**src/hdl/p2cc_pkg.sv**
```systemverilog
// package: register map, field layout and timing constants of the port 2 alternate-function block
package p2cc_pkg;
  // ****************************************
  // register map
  // ****************************************
  // printed offset as a plain number; the bus uses the word index below
  localparam logic [15:0] P2CC_SRCSEL_ADDR = 16'hF1DA;
  localparam logic [15:0] P2CC_SRCSEL_RESET = 16'h0000;
  // printed offset 0xF1DA is not a multiple of four: keep it as an index
  localparam logic [15:0] P2CC_SRCSEL_IDX = 16'hF1DA;
  localparam logic [17:0] P2CC_SRCSEL_BYTE = {P2CC_SRCSEL_IDX, 2'b00};
  // registers of our own, word indices above the printed one
  localparam logic [15:0] P2CC_LATCH_IDX = 16'hF1E0;
  localparam logic [15:0] P2CC_DIR_IDX = 16'hF1E1;
  localparam logic [15:0] P2CC_MODE_IDX = 16'hF1E2;
  localparam logic [15:0] P2CC_EDGE_IDX = 16'hF1E3;
  localparam logic [15:0] P2CC_PIN_IDX = 16'hF1E4;
  localparam logic [15:0] P2CC_STAT_IDX = 16'hF1E5;
  localparam logic [15:0] P2CC_CLR_IDX = 16'hF1E6;
  localparam logic [15:0] P2CC_IEN_IDX = 16'hF1E7;
  localparam logic [15:0] P2CC_ZERO16 = 16'h0000;
  // ****************************************
  // timing
  // ****************************************
  localparam int P2CC_SLOW_SAMPLE_CYCLES = 8;
  localparam logic [2:0] P2CC_SLOW_LAST = 3'h7;
  // ****************************************
  // encodings
  // ****************************************
  typedef enum logic [1:0] {P2CC_SRC_PIN, P2CC_SRC_ALT, P2CC_SRC_OR, P2CC_SRC_AND} p2cc_src_t;
  typedef enum logic [1:0] {P2CC_EDGE_OFF, P2CC_EDGE_RISE, P2CC_EDGE_FALL, P2CC_EDGE_BOTH} p2cc_edge_t;
  // per line compare mode: bit0 selects mode 3 (set/clear) over mode 1 (toggle)
  localparam int P2CC_LINES = 16;
  localparam int P2CC_FAST = 8;
endpackage

```
**src/hdl/p2cc_port.sv**
```systemverilog
// module: port 2 capture/compare pins, fast external interrupts and timer seven input
`timescale 1ns/100ps
// Overview of operation
// - each line is capture input or compare output
// - capture path receives sampled pin input latch
// - output direction makes capture observe output latch
// - compare mode one match toggles output latch
// - mode three: match sets, overflow clears latch
// - hardware latch updates use compare trigger and overflow strobes
// - pin tristated unless direction is output
// - software may always write the output latch
// - software write beats simultaneous compare trigger
// - low lines sampled every eight cycles
// - high lines: eight-cycle capture, one-cycle fast irq
// - lines eight to fifteen give fast irq zero-seven
// - line fifteen is timer seven count input
// - fast irq edge: rising, falling or both
// - two-bit field selects alternate irq source
// - alt sources: can0, can1/scl, rtc sec, alarm, zero
module p2cc_port
(
  input wire logic pclk,
  input wire logic presetn,
  input wire logic psel,
  input wire logic penable,
  input wire logic pwrite,
  input wire logic [17:0] paddr,
  input wire logic [31:0] pwdata,
  output logic [31:0] prdata,
  output logic pready,
  output logic pslverr,
  input wire logic [15:0] pin_in,
  output logic [15:0] pin_out,
  output logic [15:0] pin_oe,
  input wire logic [15:0] cmp_trigger,
  input wire logic [15:0] cmp_overflow,
  output logic [15:0] capture_in,
  input wire logic can_receive_line_0,
  input wire logic can_receive_line_1,
  input wire logic rtc_second_event,
  input wire logic rtc_alarm_event,
  output logic [7:0] fast_irq_event,
  output logic timer_seven_count_in,
  output logic irq
);
  // ****************************************
  // bus decode
  // ****************************************
  logic [15:0] widx; // word index of the access
  logic wr_en; // write at access completion
  logic hit; // address maps to a register
  assign widx = paddr[17:2];
  assign pready = 1'b1;
  assign wr_en = psel & penable & pwrite;
  assign hit = (widx == p2cc_pkg::P2CC_SRCSEL_IDX) | (widx == p2cc_pkg::P2CC_LATCH_IDX)
    | (widx == p2cc_pkg::P2CC_DIR_IDX) | (widx == p2cc_pkg::P2CC_MODE_IDX)
    | (widx == p2cc_pkg::P2CC_EDGE_IDX) | (widx == p2cc_pkg::P2CC_PIN_IDX)
    | (widx == p2cc_pkg::P2CC_STAT_IDX) | (widx == p2cc_pkg::P2CC_CLR_IDX)
    | (widx == p2cc_pkg::P2CC_IEN_IDX);
  // unmapped addresses answer with an error, no state changes
  assign pslverr = psel & penable & ~hit;
  // ****************************************
  // registers
  // ****************************************
  logic [15:0] srcsel; // two bits per fast irq
  logic [15:0] out_latch; // port output latch
  logic [15:0] dir; // 1 = output
  logic [15:0] mode3; // 1 = compare mode 3, 0 = mode 1
  logic [15:0] edge_sel; // two bits per fast irq
  logic [15:0] status; // sticky fast irq events
  logic [15:0] irq_en; // interrupt enables
  logic latch_wr; // cpu write to output latch this cycle
  assign latch_wr = wr_en & (widx == p2cc_pkg::P2CC_LATCH_IDX);
  // source select register, zero at reset so pins are the default
  always_ff @(posedge pclk or negedge presetn)
  begin
    if (!presetn)
      srcsel <= p2cc_pkg::P2CC_SRCSEL_RESET;
    else if (wr_en && widx == p2cc_pkg::P2CC_SRCSEL_IDX)
      srcsel <= pwdata[15:0];
  end
  // configuration registers
  always_ff @(posedge pclk or negedge presetn)
  begin
    if (!presetn)
    begin
      dir <= p2cc_pkg::P2CC_ZERO16;
      mode3 <= p2cc_pkg::P2CC_ZERO16;
      edge_sel <= p2cc_pkg::P2CC_ZERO16;
      irq_en <= p2cc_pkg::P2CC_ZERO16;
    end
    else if (wr_en)
    begin
      if (widx == p2cc_pkg::P2CC_DIR_IDX)
        dir <= pwdata[15:0];
      if (widx == p2cc_pkg::P2CC_MODE_IDX)
        mode3 <= pwdata[15:0];
      if (widx == p2cc_pkg::P2CC_EDGE_IDX)
        edge_sel <= pwdata[15:0];
      if (widx == p2cc_pkg::P2CC_IEN_IDX)
        irq_en <= {8'h00, pwdata[7:0]};
    end
  end
  // ****************************************
  // output latch
  // ****************************************
  // per line: cpu write wins; else mode 3 set on match, clear on
  // overflow (match wins if both); else mode 1 toggle on match
  always_ff @(posedge pclk or negedge presetn)
  begin
    if (!presetn)
      out_latch <= p2cc_pkg::P2CC_ZERO16;
    else
    begin
      for (int i = 0; i < p2cc_pkg::P2CC_LINES; i++)
      begin
        if (latch_wr)
          out_latch[i] <= pwdata[i];
        else if (mode3[i] && cmp_trigger[i])
          out_latch[i] <= 1'b1;
        else if (mode3[i] && cmp_overflow[i])
          out_latch[i] <= 1'b0;
        else if (!mode3[i] && cmp_trigger[i])
          out_latch[i] <= ~out_latch[i];
      end
    end
  end
  // pin drive only with output direction
  assign pin_out = out_latch;
  assign pin_oe = dir;
  // ****************************************
  // sampling
  // ****************************************
  logic [2:0] slow_cnt; // eight-cycle sample divider
  logic [15:0] in_latch; // slow sampled input latch
  logic [7:0] fast_smp; // per-cycle sample of fast lines
  logic [7:0] fast_prev; // previous combined request
  always_ff @(posedge pclk or negedge presetn)
  begin
    if (!presetn)
      slow_cnt <= 3'h0;
    else
      slow_cnt <= slow_cnt + 3'h1;
  end
  // capture sees the output latch when the line drives, else the pin
  always_ff @(posedge pclk or negedge presetn)
  begin
    if (!presetn)
      in_latch <= p2cc_pkg::P2CC_ZERO16;
    else if (slow_cnt == p2cc_pkg::P2CC_SLOW_LAST)
      in_latch <= (dir & out_latch) | (~dir & pin_in);
  end
  assign capture_in = in_latch;
  always_ff @(posedge pclk or negedge presetn)
  begin
    if (!presetn)
      fast_smp <= 8'h00;
    else
      fast_smp <= (dir[15:8] & out_latch[15:8]) | (~dir[15:8] & pin_in[15:8]);
  end
  // timer seven counts from the fast-sampled top line
  assign timer_seven_count_in = fast_smp[7];
  // ****************************************
  // fast interrupts
  // ****************************************
  logic [7:0] alt_src; // alternate request sources
  logic [7:0] req; // combined request per input
  logic [7:0] evt; // detected edges
  assign alt_src = {4'h0, rtc_alarm_event, rtc_second_event, can_receive_line_1,
    can_receive_line_0};
  always_comb
  begin
    for (int k = 0; k < p2cc_pkg::P2CC_FAST; k++)
    begin
      unique case (p2cc_pkg::p2cc_src_t'(srcsel[2*k +: 2]))
        p2cc_pkg::P2CC_SRC_PIN: req[k] = fast_smp[k];
        p2cc_pkg::P2CC_SRC_ALT: req[k] = alt_src[k];
        p2cc_pkg::P2CC_SRC_OR: req[k] = fast_smp[k] | alt_src[k];
        p2cc_pkg::P2CC_SRC_AND: req[k] = fast_smp[k] & alt_src[k];
      endcase
      unique case (p2cc_pkg::p2cc_edge_t'(edge_sel[2*k +: 2]))
        p2cc_pkg::P2CC_EDGE_OFF: evt[k] = 1'b0;
        p2cc_pkg::P2CC_EDGE_RISE: evt[k] = req[k] & ~fast_prev[k];
        p2cc_pkg::P2CC_EDGE_FALL: evt[k] = ~req[k] & fast_prev[k];
        p2cc_pkg::P2CC_EDGE_BOTH: evt[k] = req[k] ^ fast_prev[k];
      endcase
    end
  end
  // the alternate sources are assumed synchronous to pclk
  always_ff @(posedge pclk or negedge presetn)
  begin
    if (!presetn)
    begin
      fast_prev <= 8'h00;
      fast_irq_event <= 8'h00;
    end
    else
    begin
      fast_prev <= req;
      fast_irq_event <= evt;
    end
  end
  // sticky status, a new event wins over a clear in the same cycle
  always_ff @(posedge pclk or negedge presetn)
  begin
    if (!presetn)
      status <= p2cc_pkg::P2CC_ZERO16;
    else if (wr_en && widx == p2cc_pkg::P2CC_CLR_IDX)
      status <= (status & ~pwdata[15:0]) | {8'h00, evt};
    else
      status <= status | {8'h00, evt};
  end
  assign irq = |(status & irq_en);
  // ****************************************
  // read data
  // ****************************************
  always_ff @(posedge pclk or negedge presetn)
  begin
    if (!presetn)
      prdata <= 32'h0000_0000;
    else if (psel && !penable && !pwrite)
    begin
      unique case (widx)
        p2cc_pkg::P2CC_SRCSEL_IDX: prdata <= {16'h0000, srcsel};
        p2cc_pkg::P2CC_LATCH_IDX: prdata <= {16'h0000, out_latch};
        p2cc_pkg::P2CC_DIR_IDX: prdata <= {16'h0000, dir};
        p2cc_pkg::P2CC_MODE_IDX: prdata <= {16'h0000, mode3};
        p2cc_pkg::P2CC_EDGE_IDX: prdata <= {16'h0000, edge_sel};
        p2cc_pkg::P2CC_PIN_IDX: prdata <= {16'h0000, in_latch};
        p2cc_pkg::P2CC_STAT_IDX: prdata <= {16'h0000, status};
        p2cc_pkg::P2CC_IEN_IDX: prdata <= {16'h0000, irq_en};
        default: prdata <= 32'h0000_0000;
      endcase
    end
  end
endmodule

```
**config.mk**
```make
export PLATFORM = sky130hd
export DESIGN_NAME = p2cc_port
export DESIGN_NICKNAME = d
export VERILOG_FILES = /design/src/hdl/p2cc_pkg.sv /design/src/hdl/p2cc_port.sv
export SDC_FILE = /design/constraint.sdc
export NUM_CORES = 1
export LEC_CHECK = 0
export BUFFER_PORTS_ARGS = -buffer_cell sky130_fd_sc_hd__buf_2
export CORE_ASPECT_RATIO = 0.7
export CORE_UTILIZATION = 54
export DETAILED_ROUTE_END_ITERATION = 6
export GPL_TIMING_DRIVEN = 0
export PLACE_DENSITY = 0.8
export SLEW_MARGIN = 30
export SYNTH_ARGS = -nofsm -noshare
export SYNTH_HDL_FRONTEND = slang
export SYNTH_SLANG_ARGS = --single-unit
```
**constraint.sdc**
```tcl
create_clock -name pclk -period 2.05 [get_ports pclk]
set_input_delay 0.3075 -clock pclk [delete_from_list [all_inputs] [get_ports pclk]]
set_output_delay 0.3075 -clock pclk [all_outputs]
set_load 0.005 [all_outputs]
```
Yosys cells after proc, flatten, opt, wreduce, memory -nomap -nowiden:

Index checks and enable logic that the tools add are counted.

* divide/modulo/power cells: 0
* eq/ne operators: 58
* order comparisons: 0
* shift-type cells: 0
* mux-type cells: 82
* add/sub/neg operators: 1
* reduce and logical (&&, ||, !) cells: 115
* $mul: 0
* bitwise gates (word level): 90

Operators by type and width (count)
* 16-bit equality test, second input constant: 9
* 16-bit case mux with 8 select lines: 1
* 2-bit equality test, second input constant: 32
* 1-bit two-way mux: 64
* 4-bit nonzero test: 16
* 1-bit logical AND: 52
* 16-bit bitwise AND: 3
* 1-bit case mux with 4 select lines: 12
* 1-bit NOT: 33
* 2-bit by 1-bit equality test with 1-bit output, second input constant: 16
* 2-bit logical NOT: 16
* 16-bit NOT: 2
* 16-bit by 8-bit bitwise OR with 16-bit output: 2
* 1-bit bitwise AND: 24
* 1-bit logical NOT: 18
* 16-bit by 8-bit bitwise AND with 16-bit output: 1
* 8-bit bitwise AND: 2
* 16-bit two-way mux: 1
* 16-bit bitwise OR: 1
* 16-bit OR reduction: 1
* 2-bit OR reduction: 8
* 1-bit bitwise OR: 12
* 8-bit NOT: 1
* 8-bit bitwise OR: 1
* 5 further kinds: 18

* output and inout bits: 92
* word-level logic and storage cells: 374
* bits in latches: 0
* register bits: 179
* bits of input ports: 107
* ROM bits: 0
* RAM bits: 0
* memories kept: 0

Depth between registers and ports, before layout:

* word-level depth: 11
* mapped depth: 9
* gate-level depth less buffers: 9

Worst setup path before layout:

No wires, ideal clock.

* kind: in2reg
* from: in paddr[12]
* to: reg edge_sel[0]
* stages: 7
* required time: 1.923 ns
* setup time: 0.127 ns
* slack: 0.222 ns
* path buffers: 3
* arrival time: 1.701 ns
* cell sequence: nand4bb_1 -> buf_4 -> nor3_4 -> and3_1 -> buf_4 -> buf_6 -> mux2_1

* cells in the longest elaborated chain, start to end: 2

RTL lines
* start: declaration: line p2cc_port.sv:27 `input wire logic [17:0] paddr,`
* 16-bit equality test: line p2cc_port.sv:98 `if (widx == p2cc_pkg::P2CC_EDGE_IDX)`
* 2-bit AND reduction (no source line)
* end signal: assignment: line p2cc_port.sv:89 `edge_sel <= p2cc_pkg::P2CC_ZERO16;`
* end signal: assignment: line p2cc_port.sv:99 `edge_sel <= pwdata[15:0];`
* end: declaration: line p2cc_port.sv:69 `logic [15:0] edge_sel;`

Every way passes these cells.
A chain may end at the register's enable or synchronous reset.

Worst setup path after layout:

* from: in paddr[4]
* to: reg prdata[7]

* cells in the longest elaborated chain, start to end: 2
* elaborated cells between the ends (all ways): 9
* those cells by class: 8 x eq/ne; 1 x mux

RTL lines
* 16-bit equality test: line p2cc_port.sv:223 `unique case (widx)`
* 16-bit case mux with 8 select lines *: line p2cc_port.sv:223
* end signal: assignment: line p2cc_port.sv:224 `p2cc_pkg::P2CC_SRCSEL_IDX: prdata <= {16'h0000, srcsel};`
* end signal: assignment: line p2cc_port.sv:225 `p2cc_pkg::P2CC_LATCH_IDX: prdata <= {16'h0000, out_latch};`
* end signal: assignment: line p2cc_port.sv:226 `p2cc_pkg::P2CC_DIR_IDX: prdata <= {16'h0000, dir};`
* end: declaration: line p2cc_port.sv:29 `output logic [31:0] prdata,`

Mark *: on every way between the ends. The rest lies on a longest branch, timed or not.

==> results.py <==
metrics = {
    "status": {
        "status": "completed",
    },
    "clock_network": {
        "clk_pin_slew_worst_paths_ns": 0.07,
        "clockRootBuffer": "clkbuf_16",
        "h-tree-depth": 4,
        "cts_buffers": 17,
        "clockBufferDepth": 2,
        "cts_num_sinks": 163,
        "clk_latency_ns": 0.44,
        "cts_tree": "built",
    },
    "layout": {
        "area_growth_syn_to_layout_pct": 21.2,
        "drive_gt1_frac": 0.395,
        "utilization": 0.684,
        "fin_nets": 1058,
    },
    "timing": {
        "slew_headroom": 0.439,
        "rsz0062_at_grt": "false",
        "hold_viol": 0,
        "period_share": 0.940,
        "fmax_ghz": 0.519,
        "worst_pin_slew_ns": 0.840,
        "min_period_ns": 1.93,
        "drv_slew": 0,
        "clock_skew_ns": 0.0111,
        "fin_hold_ws_ns": 0.118,
        "setup_violations": 0,
    },
    "routing": {
        "wl_per_cell_um": 21.0,
        "drt_iter0_markers": 600,
        "vias": 6752,
        "drc_errors": 0,
        "wirelength_mm": 24.0,
        "dr.pass1.iters": 5,
        "via_per_inst": 5.91,
        "ant_nets": 0,
    },
    "yosys": {
        "synthXorXnorAreaFrac": 0,
        "async_flop_share": 1.00,
        "ys.flop_type": "dfrtp_1",
        "syn_area_um2": 8470,
        "syn_inst": 732,
        "yosys_warnings": 0,
        "synth_enable_flop_cells": 0,
        "synth_top_cell_area_share": 0.482,
        "muxShareOfSynthArea": 0.210,
        "synth_top_family_by_area": "multiplexers",
        "yosysUniqueCellTypes": 51,
        "ys_seq_area_frac": 0.482,
        "synth_compound_area_frac": 0.111,
        "syn_avg_cell_area_um2": 11.6,
        "yosys-top-cells-area": "dfrtp_1 48%, mux2_2 13%, mux2_4 3.5%",
        "synthAdderAreaFrac": 0.0266,
        "yosys.area_share.simple": 0.113,
        "yosysTopAreaCell": "dfrtp_1",
        "ys_ff_latch": 163,
    },
    "floorplan": {
        "io_pins": 199,
        "die_area_um2": 16200,
        "start_util": 0.565,
        "die_w_um": 152,
        "rows": 37,
        "die-height_um": 107,
        "core-area_um2": 15000,
    },
    "worst_setup_path": {
        "arrival_ns": 2.27,
        "path_class": "in2reg",
        "setup.worst_path.end_class": "register",
        "crit_fanout": 10,
        "start_kind": "primary input",
        "critPathRequiredTime_ns": 2.39,
        "r2r_slack_ns": 0.16,
    },
    "worst_hold_path": {
        "hp-class": "in2reg",
    },
    "grt": {
        "grt_overflow": 0,
        "grt_pass1_wl_mm": 37.0,
        "antenna_found_initial": 0,
        "grt_pass1_vias": 6514,
        "grt_usage": 0.312,
        "grt_max_degree": 83,
    },
    "job": {
        "drv_cap": 0,
    },
    "power_and_ir_drop": {
        "power_density_nw_per_um2": 716,
        "leakage_nw": 5.18,
        "totalPowerFinal_w": 0.00735,
        "ir_drop_uv": 555,
    },
    "place": {
        "dp_hpwl_mm": 16.7,
        "gp_congestion": 0.884,
        "numPortBuffers": 163,
    },
}
layer usage:
layer	global-route usage	wire (µm)	vias to the layer above	part of all wire
li1	-	-	3026	-
met1	0.448	10600	3333	0.44
met2	0.454	10500	347	0.44
met3	0.0826	2310	46	0.096
met4	0.112	568	0	0.024
met5	0	0	-	0
cell usage after synthesis (2+ instances only):
library cell,number
a21boi_0,8
a21o_1,8
a21oi_1,37
a22oi_1,19
a31oi_1,23
a32oi_1,8
and2_1,8
and3_1,3
and3b_2,2
buf_1,2
buf_2,5
buf_4,20
buf_6,5
clkbuf_1,20
conb_1,2
dfrtp_1,163
ha_1,18
inv_1,45
mux2_1,12
mux2_2,96
mux2_4,20
mux2i_1,8
mux4_2,8
nand2_1,48
nand2_2,2
nand3_1,3
nand4_1,10
nand4b_4,2
nand4bb_1,2
nor2_1,17
nor2b_1,12
nor3_1,32
nor3_4,2
nor4_4,4
o211ai_1,2
o21a_1,4
o21ai_0,31
o31ai_1,8
placed cells by master, fill, tap and decap left out, drive strengths merged, types with 19 or more instances in the layout:
cell    instances
nand2          50
nor3           34
mux2          128
o21ai          32
inv            51
a22oi          19
buf           198
clkbuf         37
dfrtp         163
a21oi          37
a31oi          23
power breakdown:
group	leakage [nW]	switching, W	internal [W]	total, W
Combinational	2.75	0.000352	0.000328	0.000680
Sequential	2.15	0.0000926	0.00330	0.00339
Clock	0.277	0.00145	0.00183	0.00328
Total	5.18	0.00190	0.00545	0.00735
registers in the layout (all words and copies together) (netlist names):
| name | cells |
|---|---|
| slow_cnt | 3 |
| irq_en | 8 |
| prdata | 16 |
| fast_prev | 8 |
| capture_in | 16 |
| srcsel | 16 |
| fast_irq_event | 8 |
| pin_out | 16 |
| mode3 | 16 |
| fast_smp | 8 |
| pin_oe | 16 |
| status | 16 |
| edge_sel | 16 |
path summary, 6_finish.rpt:
path	from	end	depth (start not counted)
max	paddr[4]	prdata[7]	6
min	pin_in[13]	fast_smp[5]	2
max reg2reg	slow_cnt[0]	capture_in[13]	5
min reg2reg	slow_cnt[0]	slow_cnt[0]	1
max in group asynchronous	presetn	edge_sel[8]	3
min in group asynchronous	presetn	mode3[14]	2
logic make-up (layout without fill, tap and decap cells):
kind of cell,Yosys count,in the layout
AO/OA/AOI/OAI,150,150
adder cells (fa/ha/maj),18,18
buffers and inverters,97,296
flip-flops,163,163
multiplexers,144,144
other,2,19
AND/OR/NAND/NOR,158,158
layout make-up:
type / count / area, µm²
buffer: 52 / 320
multi-input combinational: 487 / 3970
antenna: 2 / 5.00
timing repair buffer: 167 / 878
inverter: 45 / 169
tap: 195 / 244
sequential: 163 / 4080
clock buffer: 17 / 425
clock inverter: 15 / 173
fill: 1113 / 4740
critical path: stages:
cell	delay (ns)
buf_2	0.13
buf_1	0.53
nand3_1	0.24
nor4_4	0.57
a22oi_1	0.22
a32oi_1	0.26
timing repair:
item	in CTS	in global routing
hold endpoints to repair	81	0
pin swaps	0	1
resized for setup	3	6
gates cloned	0	0
setup buffers	0	2
setup endpoints to repair	5	14
hold buffers	1	0
through the flow:
stage | setup TNS, ns | setup WS, ns | instance area, µm² | std cells
2_1_floorplan | 0 | 0.222 | 8520 | 747
3_3_place_gp | -306.70 | -1.82 | 9580 | 1105
3_5_place_dp | -12.53 | -0.348 | 9630 | 1106
4_1_cts | 0 | 0.00444 | 10200 | 1139
5_1_grt | 0 | 0.0348 | 10300 | 1141
6_report | 0 | 0.123 | 10300 | 1143
Note: power is estimated with default switching activity, not from simulation.
